`src/rtl/cptm_pkg.sv`:
```
package cptm_pkg;

  // register byte offsets on the avalon slave, one aligned word each
  localparam logic [4:0] REG_RUN_CLOCK_CONTROL  = 5'h00;
  localparam logic [4:0] REG_MODE_OUTPUT_CONTROL = 5'h04;
  localparam logic [4:0] REG_COUNT_LOW_BYTE     = 5'h08;
  localparam logic [4:0] REG_COUNT_HIGH_BYTE    = 5'h0c;
  localparam logic [4:0] REG_COMPARE_A_LOW_BYTE  = 5'h10;
  localparam logic [4:0] REG_COMPARE_A_HIGH_BYTE = 5'h14;

  // run_clock_control fields
  localparam int RCC_PAUSE_BIT = 7;
  localparam int RCC_CKS_MSB   = 6;
  localparam int RCC_CKS_LSB   = 4;
  localparam int RCC_RUN_BIT   = 3;
  localparam int RCC_RP_MSB    = 2;
  localparam int RCC_RP_LSB    = 0;

  // mode_output_control fields
  localparam int MOC_MODE_MSB = 7;
  localparam int MOC_MODE_LSB = 6;
  localparam int MOC_IO_MSB   = 5;
  localparam int MOC_IO_LSB   = 4;
  localparam int MOC_OC_BIT   = 3;
  localparam int MOC_POL_BIT  = 2;
  localparam int MOC_DPX_BIT  = 1;
  localparam int MOC_CLR_BIT  = 0;

  localparam logic [7:0] RCC_RESET = 8'h00;
  localparam logic [7:0] MOC_RESET = 8'h00;

  // operating modes
  localparam logic [1:0] MODE_CMP   = 2'h0;
  localparam logic [1:0] MODE_PWM   = 2'h2;
  localparam logic [1:0] MODE_TIMER = 2'h3;

  // pin actions
  localparam logic [1:0] IO_00 = 2'h0;
  localparam logic [1:0] IO_01 = 2'h1;
  localparam logic [1:0] IO_10 = 2'h2;
  localparam logic [1:0] IO_11 = 2'h3;

  // clock source codes
  localparam logic [2:0] CKS_SYS_DIV4 = 3'h0;
  localparam logic [2:0] CKS_SYS      = 3'h1;
  localparam logic [2:0] CKS_H_DIV16  = 3'h2;
  localparam logic [2:0] CKS_H_DIV64  = 3'h3;
  localparam logic [2:0] CKS_SUB_A    = 3'h4;
  localparam logic [2:0] CKS_SUB_B    = 3'h5;
  localparam logic [2:0] CKS_EXT_RISE = 3'h6;
  localparam logic [2:0] CKS_EXT_FALL = 3'h7;

  localparam logic [5:0]  DIV4_MASK   = 6'h03;
  localparam logic [5:0]  DIV16_MASK  = 6'h0f;
  localparam logic [5:0]  DIV64_MASK  = 6'h3f;
  localparam logic [9:0]  CNT_MAX     = 10'h3ff;
  localparam logic [10:0] FULL_PERIOD = 11'h400;

  typedef struct packed {
    logic [4:0]  address;
    logic        read;
    logic        write;
    logic [31:0] writedata;
    logic [3:0]  byteenable;
  } cptm_bus_req_s;

  typedef struct packed {
    logic [31:0] readdata;
    logic        waitrequest;
  } cptm_bus_rsp_s;

  typedef struct packed {
    logic [7:0]  run_clock_control;
    logic [7:0]  mode_output_control;
    logic [9:0]  count;
    logic [9:0]  compare_a_value;
    logic [7:0]  count_buf;
    logic [7:0]  compare_a_buf;
    logic        run_prev;
    logic        ext_prev;
    logic        sub_prev;
    logic [5:0]  prescale;
    logic        pin;
    logic        out;
    logic        out_n;
    logic        compare_a_flag;
    logic        period_compare_flag;
    logic        waitrequest;
    logic [31:0] readdata;
  } cptm_state_s;

endpackage : cptm_pkg

```
`src/rtl/cptm_top.sv`:
```
// Contract
// - counter advances only while run_enable is 1; clearing it holds the count
// - run_enable rising clears the 10-bit counter to zero
// - run_enable rising returns pin to output_initial_level in compare and pwm modes
// - period bits compare with counter bits 9..7, period code times 128 clocks
// - period code zero lets the counter run to 3ff and overflow
// - operating_mode_field: 00 compare, 01 undefined, 10 pwm, 11 timer
// - compare mode pin action on A match: none, low, high, toggle
// - pwm pin action: inactive, active, pwm waveform, undefined
// - initial level bit: compare pre-match level, pwm active polarity
// - output_invert inverts the pin, ignored in timer mode
// - swap bit: 0 period bits set period, A sets duty; 1 reversed
// - outside pwm mode, clear source 1 clears on A match, 0 on period match or overflow
// - counter readable as low byte and high byte bits 9..8, rest zero
// - compare A value held as read/write byte pair, high byte two bits
// - compare mode with clear source 0 raises both flags on their matches
// - outside pwm mode, clear source 1 never raises the period compare flag
// - compare A zero with clear source 1 overflows at 3ff, no A flag
// - in compare mode only an A match or a run_enable rise changes the pin
// - a match requesting the level already present shows no pin change
// - clock source field selects system, divided, sub or external edge clock
// - pause bit freezes the counter, clearing it resumes from that value
// - inverted pin is always the inverse of the primary pin
// - low bytes move through a buffer only on high byte accesses
//
// Local design decisions: the Avalon-MM slave port and the register addresses.
`timescale 1ns/1ps

module cptm_top
  import cptm_pkg::*;
(
  input  wire logic          core_clk,
  input  wire logic          reset,
  input  wire cptm_bus_req_s bus_req,
  output cptm_bus_rsp_s      bus_rsp,
  input  wire logic          external_count_input,
  input  wire logic          sub_clock,
  output logic               timer_output_pin,
  output logic               timer_output_inverted_pin,
  output logic               compare_a_flag,
  output logic               period_compare_flag
);

  cptm_state_s s_q;
  cptm_state_s s_d;

  logic        run;
  logic        run_rise;
  logic        pause;
  logic        tick;
  logic        pwm_mode;
  logic        cmp_mode;
  logic        timer_mode;
  logic [2:0]  period_bits;
  logic [9:0]  count_inc;
  logic        overflow;
  logic        period_match;
  logic        a_match;
  logic        clear_on_a;
  logic [10:0] duty;
  logic        pwm_active;
  logic        oc;
  logic        step;
  logic [1:0]  pin_act;
  logic        clr_bit;

  // level requested by a compare-mode pin action
  function automatic logic cmp_action(input logic [1:0] act, input logic cur);
    case (act)
      IO_01:   cmp_action = 1'b0;
      IO_10:   cmp_action = 1'b1;
      IO_11:   cmp_action = ~cur;
      default: cmp_action = cur;
    endcase
  endfunction : cmp_action

  always_comb begin
    s_d        = s_q;
    run        = s_q.run_clock_control[RCC_RUN_BIT];
    pause      = s_q.run_clock_control[RCC_PAUSE_BIT];
    period_bits = s_q.run_clock_control[RCC_RP_MSB:RCC_RP_LSB];
    run_rise   = run & ~s_q.run_prev;
    oc         = s_q.mode_output_control[MOC_OC_BIT];
    // 01 is undefined; it behaves as compare mode but an A match leaves the pin as it is
    pwm_mode   = s_q.mode_output_control[MOC_MODE_MSB:MOC_MODE_LSB] == MODE_PWM;
    timer_mode = s_q.mode_output_control[MOC_MODE_MSB:MOC_MODE_LSB] == MODE_TIMER;
    cmp_mode   = s_q.mode_output_control[MOC_MODE_MSB:MOC_MODE_LSB] == MODE_CMP;
    pin_act    = s_q.mode_output_control[MOC_IO_MSB:MOC_IO_LSB];
    clr_bit    = s_q.mode_output_control[MOC_CLR_BIT];

    // free-running prescaler; fH is taken equal to the core clock
    s_d.prescale = s_q.prescale + 6'h01;
    s_d.ext_prev = external_count_input;
    s_d.sub_prev = sub_clock;
    case (s_q.run_clock_control[RCC_CKS_MSB:RCC_CKS_LSB])
      CKS_SYS_DIV4: tick = (s_q.prescale & DIV4_MASK) == DIV4_MASK;
      CKS_SYS:      tick = 1'b1;
      CKS_H_DIV16:  tick = (s_q.prescale & DIV16_MASK) == DIV16_MASK;
      CKS_H_DIV64:  tick = (s_q.prescale & DIV64_MASK) == DIV64_MASK;
      CKS_SUB_A,
      CKS_SUB_B:    tick = sub_clock & ~s_q.sub_prev;
      CKS_EXT_RISE: tick = external_count_input & ~s_q.ext_prev;
      CKS_EXT_FALL: tick = ~external_count_input & s_q.ext_prev;
      default:      tick = 1'b0;
    endcase

    // a counting edge; shared by the checks below
    step = run & ~pause & tick & ~run_rise;

    // matches are judged on the value the counter is about to reach
    count_inc    = s_q.count + 10'h001;
    overflow     = s_q.count == CNT_MAX;
    period_match = (period_bits == 3'h0) ? overflow :
                   (count_inc[9:7] == period_bits) && (count_inc[6:0] == 7'h00);
    a_match      = (s_q.compare_a_value != 10'h000) && (count_inc == s_q.compare_a_value);
    clear_on_a   = pwm_mode ? s_q.mode_output_control[MOC_DPX_BIT]
                            : s_q.mode_output_control[MOC_CLR_BIT];

    // pwm duty: compare A, or when swapped period code times 128, with code zero giving 1024
    if (s_q.mode_output_control[MOC_DPX_BIT]) begin
      duty = (period_bits == 3'h0) ? FULL_PERIOD : {1'b0, period_bits, 7'h00};
    end else begin
      duty = {1'b0, s_q.compare_a_value};
    end
    pwm_active = {1'b0, s_q.count} < duty;

    // flags are single-cycle pulses
    s_d.compare_a_flag      = 1'b0;
    s_d.period_compare_flag = 1'b0;
    s_d.run_prev            = run;

    if (run_rise) begin
      s_d.count = 10'h000;
      if (!timer_mode) begin
        s_d.pin = oc;
      end
    end else if (run && !pause && tick) begin
      // overflow wraps to zero on its own, so only match clears need forcing
      s_d.count = (clear_on_a ? a_match : period_match) ? 10'h000 : count_inc;
      s_d.compare_a_flag      = a_match;
      s_d.period_compare_flag = period_match &&
                                (pwm_mode || !s_q.mode_output_control[MOC_CLR_BIT]);
      if (cmp_mode && a_match) begin
        // forcing the present level leaves the pin as it is
        s_d.pin = cmp_action(s_q.mode_output_control[MOC_IO_MSB:MOC_IO_LSB], s_q.pin);
      end
    end

    // pwm waveform follows the count while running; stays put when stopped
    if (pwm_mode && run && !run_rise) begin
      case (s_q.mode_output_control[MOC_IO_MSB:MOC_IO_LSB])
        IO_00:   s_d.pin = ~oc;
        IO_01:   s_d.pin = oc;
        IO_10:   s_d.pin = pwm_active ? oc : ~oc;
        default: s_d.pin = s_q.pin;
      endcase
    end

    s_d.out   = s_d.pin ^ (s_q.mode_output_control[MOC_POL_BIT] & ~timer_mode);
    s_d.out_n = ~s_d.out;

    // avalon slave: one wait cycle, then answer with waitrequest low
    if (!s_q.waitrequest) begin
      s_d.waitrequest = 1'b1;
    end else if (bus_req.read || bus_req.write) begin
      s_d.waitrequest = 1'b0;
      if (bus_req.read) begin
        case (bus_req.address)
          REG_RUN_CLOCK_CONTROL:   s_d.readdata = {24'h000000, s_q.run_clock_control};
          REG_MODE_OUTPUT_CONTROL: s_d.readdata = {24'h000000, s_q.mode_output_control};
          REG_COUNT_LOW_BYTE:      s_d.readdata = {24'h000000, s_q.count_buf};
          REG_COUNT_HIGH_BYTE: begin
            s_d.readdata  = {30'h00000000, s_q.count[9:8]};
            s_d.count_buf = s_q.count[7:0];
          end
          REG_COMPARE_A_LOW_BYTE:  s_d.readdata = {24'h000000, s_q.compare_a_buf};
          REG_COMPARE_A_HIGH_BYTE: begin
            s_d.readdata      = {30'h00000000, s_q.compare_a_value[9:8]};
            s_d.compare_a_buf = s_q.compare_a_value[7:0];
          end
          default: s_d.readdata = 32'h00000000;
        endcase
      end else if (bus_req.byteenable[0]) begin
        // counter registers are read only; writes there are dropped
        case (bus_req.address)
          REG_RUN_CLOCK_CONTROL:   s_d.run_clock_control = bus_req.writedata[7:0];
          REG_MODE_OUTPUT_CONTROL: s_d.mode_output_control = bus_req.writedata[7:0];
          REG_COMPARE_A_LOW_BYTE:  s_d.compare_a_buf = bus_req.writedata[7:0];
          REG_COMPARE_A_HIGH_BYTE:
            s_d.compare_a_value = {bus_req.writedata[1:0], s_q.compare_a_buf};
          default: s_d.readdata = s_q.readdata;
        endcase
      end
    end
  end

  // the whole block state in one register
  always_ff @(posedge core_clk or posedge reset) begin
    if (reset) begin
      s_q                     <= '0;
      s_q.run_clock_control   <= RCC_RESET;
      s_q.mode_output_control <= MOC_RESET;
      s_q.out_n               <= 1'b1;
      s_q.waitrequest         <= 1'b1;
    end else begin
      s_q <= s_d;
    end
  end

  assign bus_rsp.readdata          = s_q.readdata;
  assign bus_rsp.waitrequest       = s_q.waitrequest;
  assign timer_output_pin          = s_q.out;
  assign timer_output_inverted_pin = s_q.out_n;
  assign compare_a_flag            = s_q.compare_a_flag;
  assign period_compare_flag       = s_q.period_compare_flag;
endmodule : cptm_top

```
`config.mk`:
```
export PLATFORM = sky130hd
export DESIGN_NAME = cptm_top
export DESIGN_NICKNAME = d
export VERILOG_FILES = /design/src/rtl/cptm_pkg.sv /design/src/rtl/cptm_top.sv
export SDC_FILE = /design/constraint.sdc
export NUM_CORES = 1
export LEC_CHECK = 0
export ABC_AREA = 1
export BUFFER_PORTS_ARGS = -buffer_cell sky130_fd_sc_hd__buf_4
export CAP_MARGIN = 20
export CORE_MARGIN = 1
export CORE_UTILIZATION = 50
export CTS_CLUSTER_DIAMETER = 50
export DETAILED_ROUTE_END_ITERATION = 7
export HOLD_SLACK_MARGIN = 0.02
export PLACE_DENSITY_LB_ADDON = 0.25
export SLEW_MARGIN = 15
export SYNTH_ARGS = -nofsm -noshare
export SYNTH_HDL_FRONTEND = slang
export SYNTH_SLANG_ARGS = --single-unit
export TNS_END_PERCENT = 1
```
`constraint.sdc`:
```
create_clock -name core_clk -period 3.3 [get_ports core_clk]
set_clock_uncertainty 0.1 [all_clocks]
set_input_delay 0.66 -clock core_clk [delete_from_list [all_inputs] [get_ports core_clk]]
set_output_delay 0.66 -clock core_clk [all_outputs]
set_load 0.03 [all_outputs]
```
# After elaboration in Yosys (flattened, before gate mapping)
# Index checks and enable logic that the tools add are counted.
word_totals:
  ff_bits: 99
  in_bits: 47
  out_inout_bits: 37
  wordCells: 116
op_classes:
  addsub: 2
  n_lt_le_gt_ge: 1
  n_eq_ne: 24
  muxes: 27
  bitwise_logic: 15
  n_reduce_logical: 30
op_table:
  columns: ["cell", "n"]
  rows:
  - ["$pmux W8 S6", 1]
  - ["$mux W33", 1]
  - ["$mux W32", 1]
  - ["$mux W8", 4]
  - ["$mux W10", 3]
  - ["$mux W11", 2]
  - ["$reduce_and A5 Y1", 4]
  - ["$eq A3 B3 Y1 const B", 4]
  - ["$lt A10 B11 Y1", 1]
  - ["$add A10 B1 Y10 const B", 1]
  - ["$eq A10 B10 Y1", 1]
  - ["$eq A10 B10 Y1 const B", 1]
  - ["$eq A2 B2 Y1 const B", 5]
  - ["$eq A5 B4 Y1 const B", 2]
  - ["$eq A5 B5 Y1 const B", 2]
  - ["$mux W1", 10]
  - ["$reduce_bool A10 Y1", 1]
  - ["$not A1 Y1", 9]
  - ["$logic_and A1 B1 Y1", 8]
  - ["$logic_not A7 Y1", 1]
  - ["$pmux W1 S7", 1]
  - ["$add A6 B1 Y6 const B", 1]
  - ["$eq A3 B2 Y1 const B", 2]
  - ["$eq A6 B6 Y1 const B", 1]
  - ["other kinds (19)", 32]

# Longest topological paths before layout
# Gate-level depths: netlist (run 1).
logic_depth:
  depth_word: 10
  ltp_mapped: 18
  ltp_nobuf: 18

# Least setup slack after synthesis (run 1)
# OpenSTA, ideal clock, no wires.
synth_timing:
  path_type: "reg2reg"
  startpoint: "register s_q[73] (netlist bit)"
  endpoint: "register s_q (netlist bit timer_output_pin)"
  setup_time_ns: 0.117
  arrival_ns: 1.860
  t_required_ns: 3.083
  slack_ns: 1.223
  path_stages_with_launch: 18
  n_path_buf: 0
  period_less_slack_ns: 2.077
  path_cell_list: "dfrtp_1 ha_1 nand2_4 inv_2 nor2_2 inv_1 nand2_1 nand2_1 nor2_1 nand2_1 nor2_1 nand3_2 nor2_2 nand3_1 nand3_1 nand2_2 nand3_1 nand2_1"
synth_rtl:
  columns: ["item", "line_no", "text"]
  rows:
  - ["from (decl)", "cptm_top.sv:44", "cptm_state_s s_q;"]

# Final worst setup path (run 1)
layout_timing:
  startpoint: "register s_q[74] (netlist bit)"
  endpoint: "register s_q[82] (netlist bit)"
layout_between:
  elab_chain_len: 8
  word_cells_on_any_way: 12
  cone_classes: "add/sub: 1; eq/ne: 3; mux: 5; reduce/logical: 3"
layout_rtl:
  columns: ["item", "line_no", "text"]
  rows:
  - ["$add A10 B1 Y10", "cptm_top.sv:111", "count_inc = s_q.count + 10'h001;"]
  - ["$logic_not A7 Y1 / $eq A3 B3 Y1 (equally long branches)", "cptm_top.sv:114", "(count_inc[9:7] == period_bits) && (count_inc[6:0] == 7'h00);"]
  - ["$logic_and A1 B1 Y1", "cptm_top.sv:114", null]
  - ["$mux W1", "cptm_top.sv:113", "period_match = (period_bits == 3'h0) ? overflow :"]
  - ["$mux W1", "cptm_top.sv:139", "s_d.count = (clear_on_a ? a_match : period_match) ? 10'h000 : count_inc;"]
  - ["$mux W10 *", "cptm_top.sv:139", null]
  - ["$mux W10 *", "cptm_top.sv:137", "end else if (run && !pause && tick) begin"]
  - ["$mux W10 *", "cptm_top.sv:132", "if (run_rise) begin"]
# Every way passes the cells marked *; elsewhere a longest branch is shown, timed or not. The select of a mux whose other input is x is not followed.
# A chain may end at the register's enable or synchronous reset.

==> metrics, run 1 <==
Max rail drop VDD=0.2886 mV; Max Slew Vio Count=0; P&R area growth vs syn=8.765%; post-route insts no fill=745; hold_ws=0.3063 ns; Startpoint Class=flip-flop; crit path cell chain=ha_1, nand2_4, nor2_1, nand2_1, nand2_1, nand2_1, nand2_1, nand2_1, nor2_1, nand3_2, nor2_2, nand2_1, nand2_1, nor2_4, nand2_1, nand2_1; Worst slew margin=51.56%; outcome=finished clean; vias in the first global route=3703; Worst-Skew Late Latency=0.37 ns; register area share after synthesis=41.79%; ANT nets after route=0; initial antenna violation count=0; post-synthesis register bit count=75; Synth cell types=33; routed via count=3930; max incr delay on CP=0.55 ns; post-route design area=0.004891 mm2; crit share post-route=78.53%; Yosys Warn Count=0; Arr. time, crit path=2.74 ns; Initial Utilization=51.56%; Filler cells=850; DIE HEIGHT=96.84 um; final setup margin=0.7084 ns; delay-heaviest family, CP=simple AND/OR/NAND/NOR gates; routed vias/inst=5.275; maxcap violations=0; Hold Violations, Final=0; Initial DRT Pass Iterations=5; PortBufs=32; final setup fails=0; Iter 0 DRT Violations=292; Mapped Cells=609; row cnt=34; Avg WL per Cell=14.72 um; pin count of the biggest net entering global routing=42; share of cells above drive strength 1=12.09%; worst-margin pin slew=0.7255 ns; Total GRT Usage=24.72%; Peak Freq=385.9 MHz; RSZ-0062 raised after global routing=no; CTS tree=done; DPL Wire Length=8573 um; postcts setup bufs=0; H-tree depth=3; CP Capture Type=flip-flop; kind of critical path=flip-flop to flip-flop; floorplan core area=0.008721 mm2; post-synthesis area per instance=7.384 um2; global-route wire length before repair=18440 um; root buf cell=clkbuf_8; I/O pins=84; gr ovfl total=0; placed insts=729; Max Root-Sink Buffers=2; Worst Path Buf+Inv=0; DRT Wirelength=10970 um; antenna fix cells=0; hold buffers post-CTS=0; Mapped Area=0.004497 mm2; slowest CP cell=dfrtp_1; Sink Count=75; die area=0.009377 mm2; CTS Buf Count=9; Horiz. Die Dim=96.84 um; fin crit period=2.592 ns; WP data required=3.45 ns; PwrDens=460.7 mW/mm2; most common cell after layout, fill and taps aside=nand2_1; Final nets=691; Post-Place Setup Slack=0.7478 ns; post_cts resized=0; Most common cell on crit path=nand2_1; Final GP Congestion=0.9027; Worst-path clk slew=0.09 ns; # DRC=0; r2r setup slk=0.71 ns; CP max FO=10; class of the worst hold path=input port to asynchronous set/reset pin; most frequent cells in the layout=187 x nand2_1, 76 x inv_1, 73 x dfrtp_1, 63 x o21ai_0, 38 x nor2_1; placed instance area=0.004679 mm2; TNS Setup=0 ns; LEAKAGE=2.541 nW
[worst reg2reg max path, cell delays in order, from the launching register on]
cell	delay (ns)
dfrtp_1	0.55
ha_1	0.30
nand2_4	0.09
nor2_1	0.11
nand2_1	0.09
nand2_1	0.09
nand2_1	0.13
nand2_1	0.09
nand2_1	0.05
nor2_1	0.23
nand3_2	0.16
nor2_2	0.13
nand2_1	0.06
nand2_1	0.11
nor2_4	0.09
nand2_1	0.07
nand2_1	0.04
[synthesized netlist by cell type]
master	count	area share, %
nor2_4	3	0.75
inv_1	77	6.4
o2111ai_1	2	0.39
dfstp_2	2	1.2
mux2_2	1	0.25
nand4_1	6	0.83
ha_1	12	3.3
o31ai_1	1	0.17
nand3_2	3	0.67
conb_1	1	0.083
buf_2	2	0.22
o22ai_1	6	0.83
dfrtp_1	73	41
nor4_1	2	0.28
nand2_2	6	0.83
xor2_1	6	1.2
clkbuf_1	8	0.67
buf_6	1	0.25
o21ai_0	63	7.0
a221oi_1	5	0.97
nand2_1	187	16
nor2_2	6	0.83
inv_2	4	0.33
clkinv_1	1	0.083
nand3b_1	2	0.33
nor2_1	38	3.2
nor3_1	5	0.56
a21oi_1	11	1.2
nand3_1	31	3.5
o21ai_1	1	0.11
o211ai_1	8	1.3
nand2_4	2	0.50
buf_4	33	5.5
[where the power goes]
| group | switching, W | total [W] | internal, W | leakage [nW] |
|---|---|---|---|---|
| sequential | 0.0000803 | 0.00108 | 0.000998 | 0.986 |
| clock | 0.000404 | 0.000775 | 0.000371 | 0.109 |
| combinational | 0.000277 | 0.000400 | 0.000123 | 1.45 |
| total | 0.000762 | 0.00225 | 0.00149 | 2.54 |
[path summary, 6_finish.rpt]
| path | start | endpoint | cells after the start |
|---|---|---|---|
| hold / removal | reset | s_q[40] | 2 |
| setup reg to reg | s_q[74] | s_q[82] | 16 |
| hold reg to reg | run | s_q[46] | 0 |
| max in group asynchronous | reset | bus_rsp[0] | 3 |
| setup / recovery | s_q[74] | s_q[82] | 16 |
| min in group core_clk | external_count_input | s_q[45] | 1 |
[cells by family after synthesis]
logic type,after synthesis,share of synthesized area [%]
AO/OA/AOI/OAI,97,12.05
XOR/XNOR,6,1.169
adder cells (fa/ha/maj),12,3.339
buffers and inverters,126,13.49
flip-flops,75,41.79
multiplexers,1,0.2504
other,1,0.08339
AND/OR/NAND/NOR,291,27.82
[routing by layer]
metal	routed length, um	track usage [%]	vias up
met5	0	0	-
met4	191	7.233	0
met3	509	4.263	19
met2	5010	39.06	111
met1	5260	34.87	1863
li1	-	-	1937
[final cells by class]
cell class                      count  area, um2  share of cell area, %
Multi-Input combinational cell    431       2097                  42.88
Tap cell                          108      135.1                  2.763
Sequential cell                    75       1879                  38.42
Clock buffer                        9      123.9                  2.533
Timing Repair Buffer               33      260.3                  5.321
Clock inverter                      7      87.58                  1.791
Inverter                           82      307.8                  6.293
[sequential cells by signal (all words and copies together) (netlist names), 2 cells and up]
name and cells:
bus_rsp 9, period_bits 3, pin_act 2, s_q 53
[metrics by stage]
| step | utilization, % | total power [W] |
|---|---|---|
| finish | 56.08 | 0.002253 |
| global route | 56.08 | 0.002362 |
| CTS | 56.08 | 0.002264 |
| detailed placement | 53.66 | 0.001491 |
| global placement | 53.66 | 0.001478 |
| floorplan | - | 0.001375 |
No activity file was read; power rests on OpenSTA's default activity.
==> run 2, diff against run 1 <==
==> constraint.sdc (replaced) <==
create_clock -name core_clk -period 2.2 [get_ports core_clk]
set_clock_uncertainty 0.1 [all_clocks]
set_input_delay 0.44 -clock core_clk [delete_from_list [all_inputs] [get_ports core_clk]]
set_output_delay 0.44 -clock core_clk [all_outputs]
set_load 0.03 [all_outputs]
==> run 2 against run 1 <==
  * The run now ends with negative setup slack left
  * Clock-buffer cell count grew 1
  * Fmax grew 14%
  * Combinational power up 80%
  * Sequential share of layout area down 2.3 points
==> metrics, run 2 (synthesized netlist as in run 1, its figures left out) <==
antenna fix cells=0; initial antenna violation count=0; Worst-path clk slew=0.09 ns; final setup fails=13; register area=0.001883 mm2; ANT nets after route=0; PwrDens=665.5 mW/mm2; floorplan core area=0.008721 mm2; total chip power=0.003465 W; Max rail drop VDD=0.4567 mV; hold_ws=0.07600 ns; CTS tree=done; slowest CP cell=dfrtp_1; Max Slew Vio Count=0; maxcap violations=0; routed via count=4097; Avg WL per Cell=14.66 um; routed vias/inst=5.259; root buf cell=clkbuf_8; P&R area growth vs syn=15.78%; DIE HEIGHT=96.84 um; failing checks=negative setup slack; RSZ-0062 raised after global routing=yes; DPL Wire Length=8677 um; LEAKAGE=2.688 nW; Total GRT Usage=25.82%; row cnt=34; PortBufs=32; CP Capture Type=flip-flop; global-route wire length before repair=18970 um; most frequent cells in the layout=185 x nand2_1, 75 x inv_1, 70 x dfrtp_1, 66 x buf_4, 62 x o21ai_0; crit path cell chain=inv_2, nand2_1, ha_1, a21oi_1, o31ai_1, a21oi_1, nand3_1, nand2_1, nand2_1, nand2_1, nand3b_1, nand2_2, nand2_1, nand2_1; Worst-Skew Late Latency=0.37 ns; die area=0.009377 mm2; Initial DRT Pass Iterations=4; Initial Utilization=51.56%; kind of critical path=flip-flop to flip-flop; Top reg by flops=s_q; most common cell after layout, fill and taps aside=nand2_1; Arr. time, crit path=2.45 ns; I/O pins=84; DRT Wirelength=11420 um; Horiz. Die Dim=96.84 um; pin count of the biggest net entering global routing=76; H-tree depth=3; Hold Violations, Final=0; r2r setup slk=-0.07 ns; Startpoint Class=flip-flop; Peak Freq=439.8 MHz; outcome=finished, violations left; final setup margin=-0.07359 ns; share of cells above drive strength 1=18.63%; vias in the first global route=3783; Final GP Congestion=0.9086; max incr delay on CP=0.41 ns; fin crit period=2.274 ns; Sink Count=75; CP max FO=7; Most common cell on crit path=nand2_1; # DRC=0; hold buffers post-CTS=0; CTS Buf Count=9; Max Root-Sink Buffers=2; gr ovfl total=0; area occupied by multi-input gates=0.002152 mm2; Final nets=725; crit share post-route=103.3%; Filler cells=799; Iter 0 DRT Violations=232; WP data required=2.38 ns; max reg flops=53; Post-Place Setup Slack=-0.1183 ns; class of the worst hold path=input port to asynchronous set/reset pin
## run 2: metrics by stage
step,cells,utilization (%),area [um2],TNS [ns]
detailed placement,762,56.54,4931,-1.215
global route,779,59.70,5206,-2.055
CTS,779,59.56,5194,-0.02513
finish,779,59.70,5206,-0.2918
floorplan,632,-,4587,0
global placement,762,56.54,4931,-0.5755
## run 2: area by class of cell
class | count | area share, %
multi-input cells | 431 | 41.34
well taps | 108 | 2.596
clock inverters | 6 | 1.370
inverters | 82 | 5.984
repair buffers | 67 | 9.901
flip-flops and latches | 75 | 36.17
clock buffers | 10 | 2.644
## run 2: path summary, 6_finish.rpt
kind | from | endpoint | cells past startpoint
min in group core_clk | external_count_input | s_q[45] | 1
worst max register to register | s_q[84] | timer_output_pin | 14
worst min register to register | run | s_q[46] | 0
worst min-delay path | reset | s_q[77] | 3
worst max-delay path | s_q[84] | timer_output_pin | 14
max in group asynchronous | reset | bus_rsp[0] | 3
## run 2: layer usage
| layer | wire (um) | vias to the layer above | GRT usage (%) |
|---|---|---|---|
| li1 | - | 2007 | - |
| met3 | 782 | 26 | 5.419 |
| met4 | 298 | 0 | 9.529 |
| met5 | 0 | - | 0 |
| met2 | 5041 | 146 | 39.11 |
| met1 | 5302 | 1918 | 36.46 |
## run 2: timing repair
action	4_1_cts	5_1_grt
setup endpoints to repair	13	14
setup buffers	1	0
resized for setup	13	4
pin swaps	5	0
## run 2: critical path: cells and delay by family (launching register included)
family | cells | cell delay (ns)
compound gates | 3 | 0.51
fa+ha+maj | 1 | 0.30
buf+inv | 1 | 0.15
flops | 1 | 0.41
simple gates | 9 | 0.70
## run 2: power by group
group	switching [W]	internal [W]
Sequential	0.000105	0.00150
Clock	0.000576	0.000567
Combinational	0.000465	0.000254
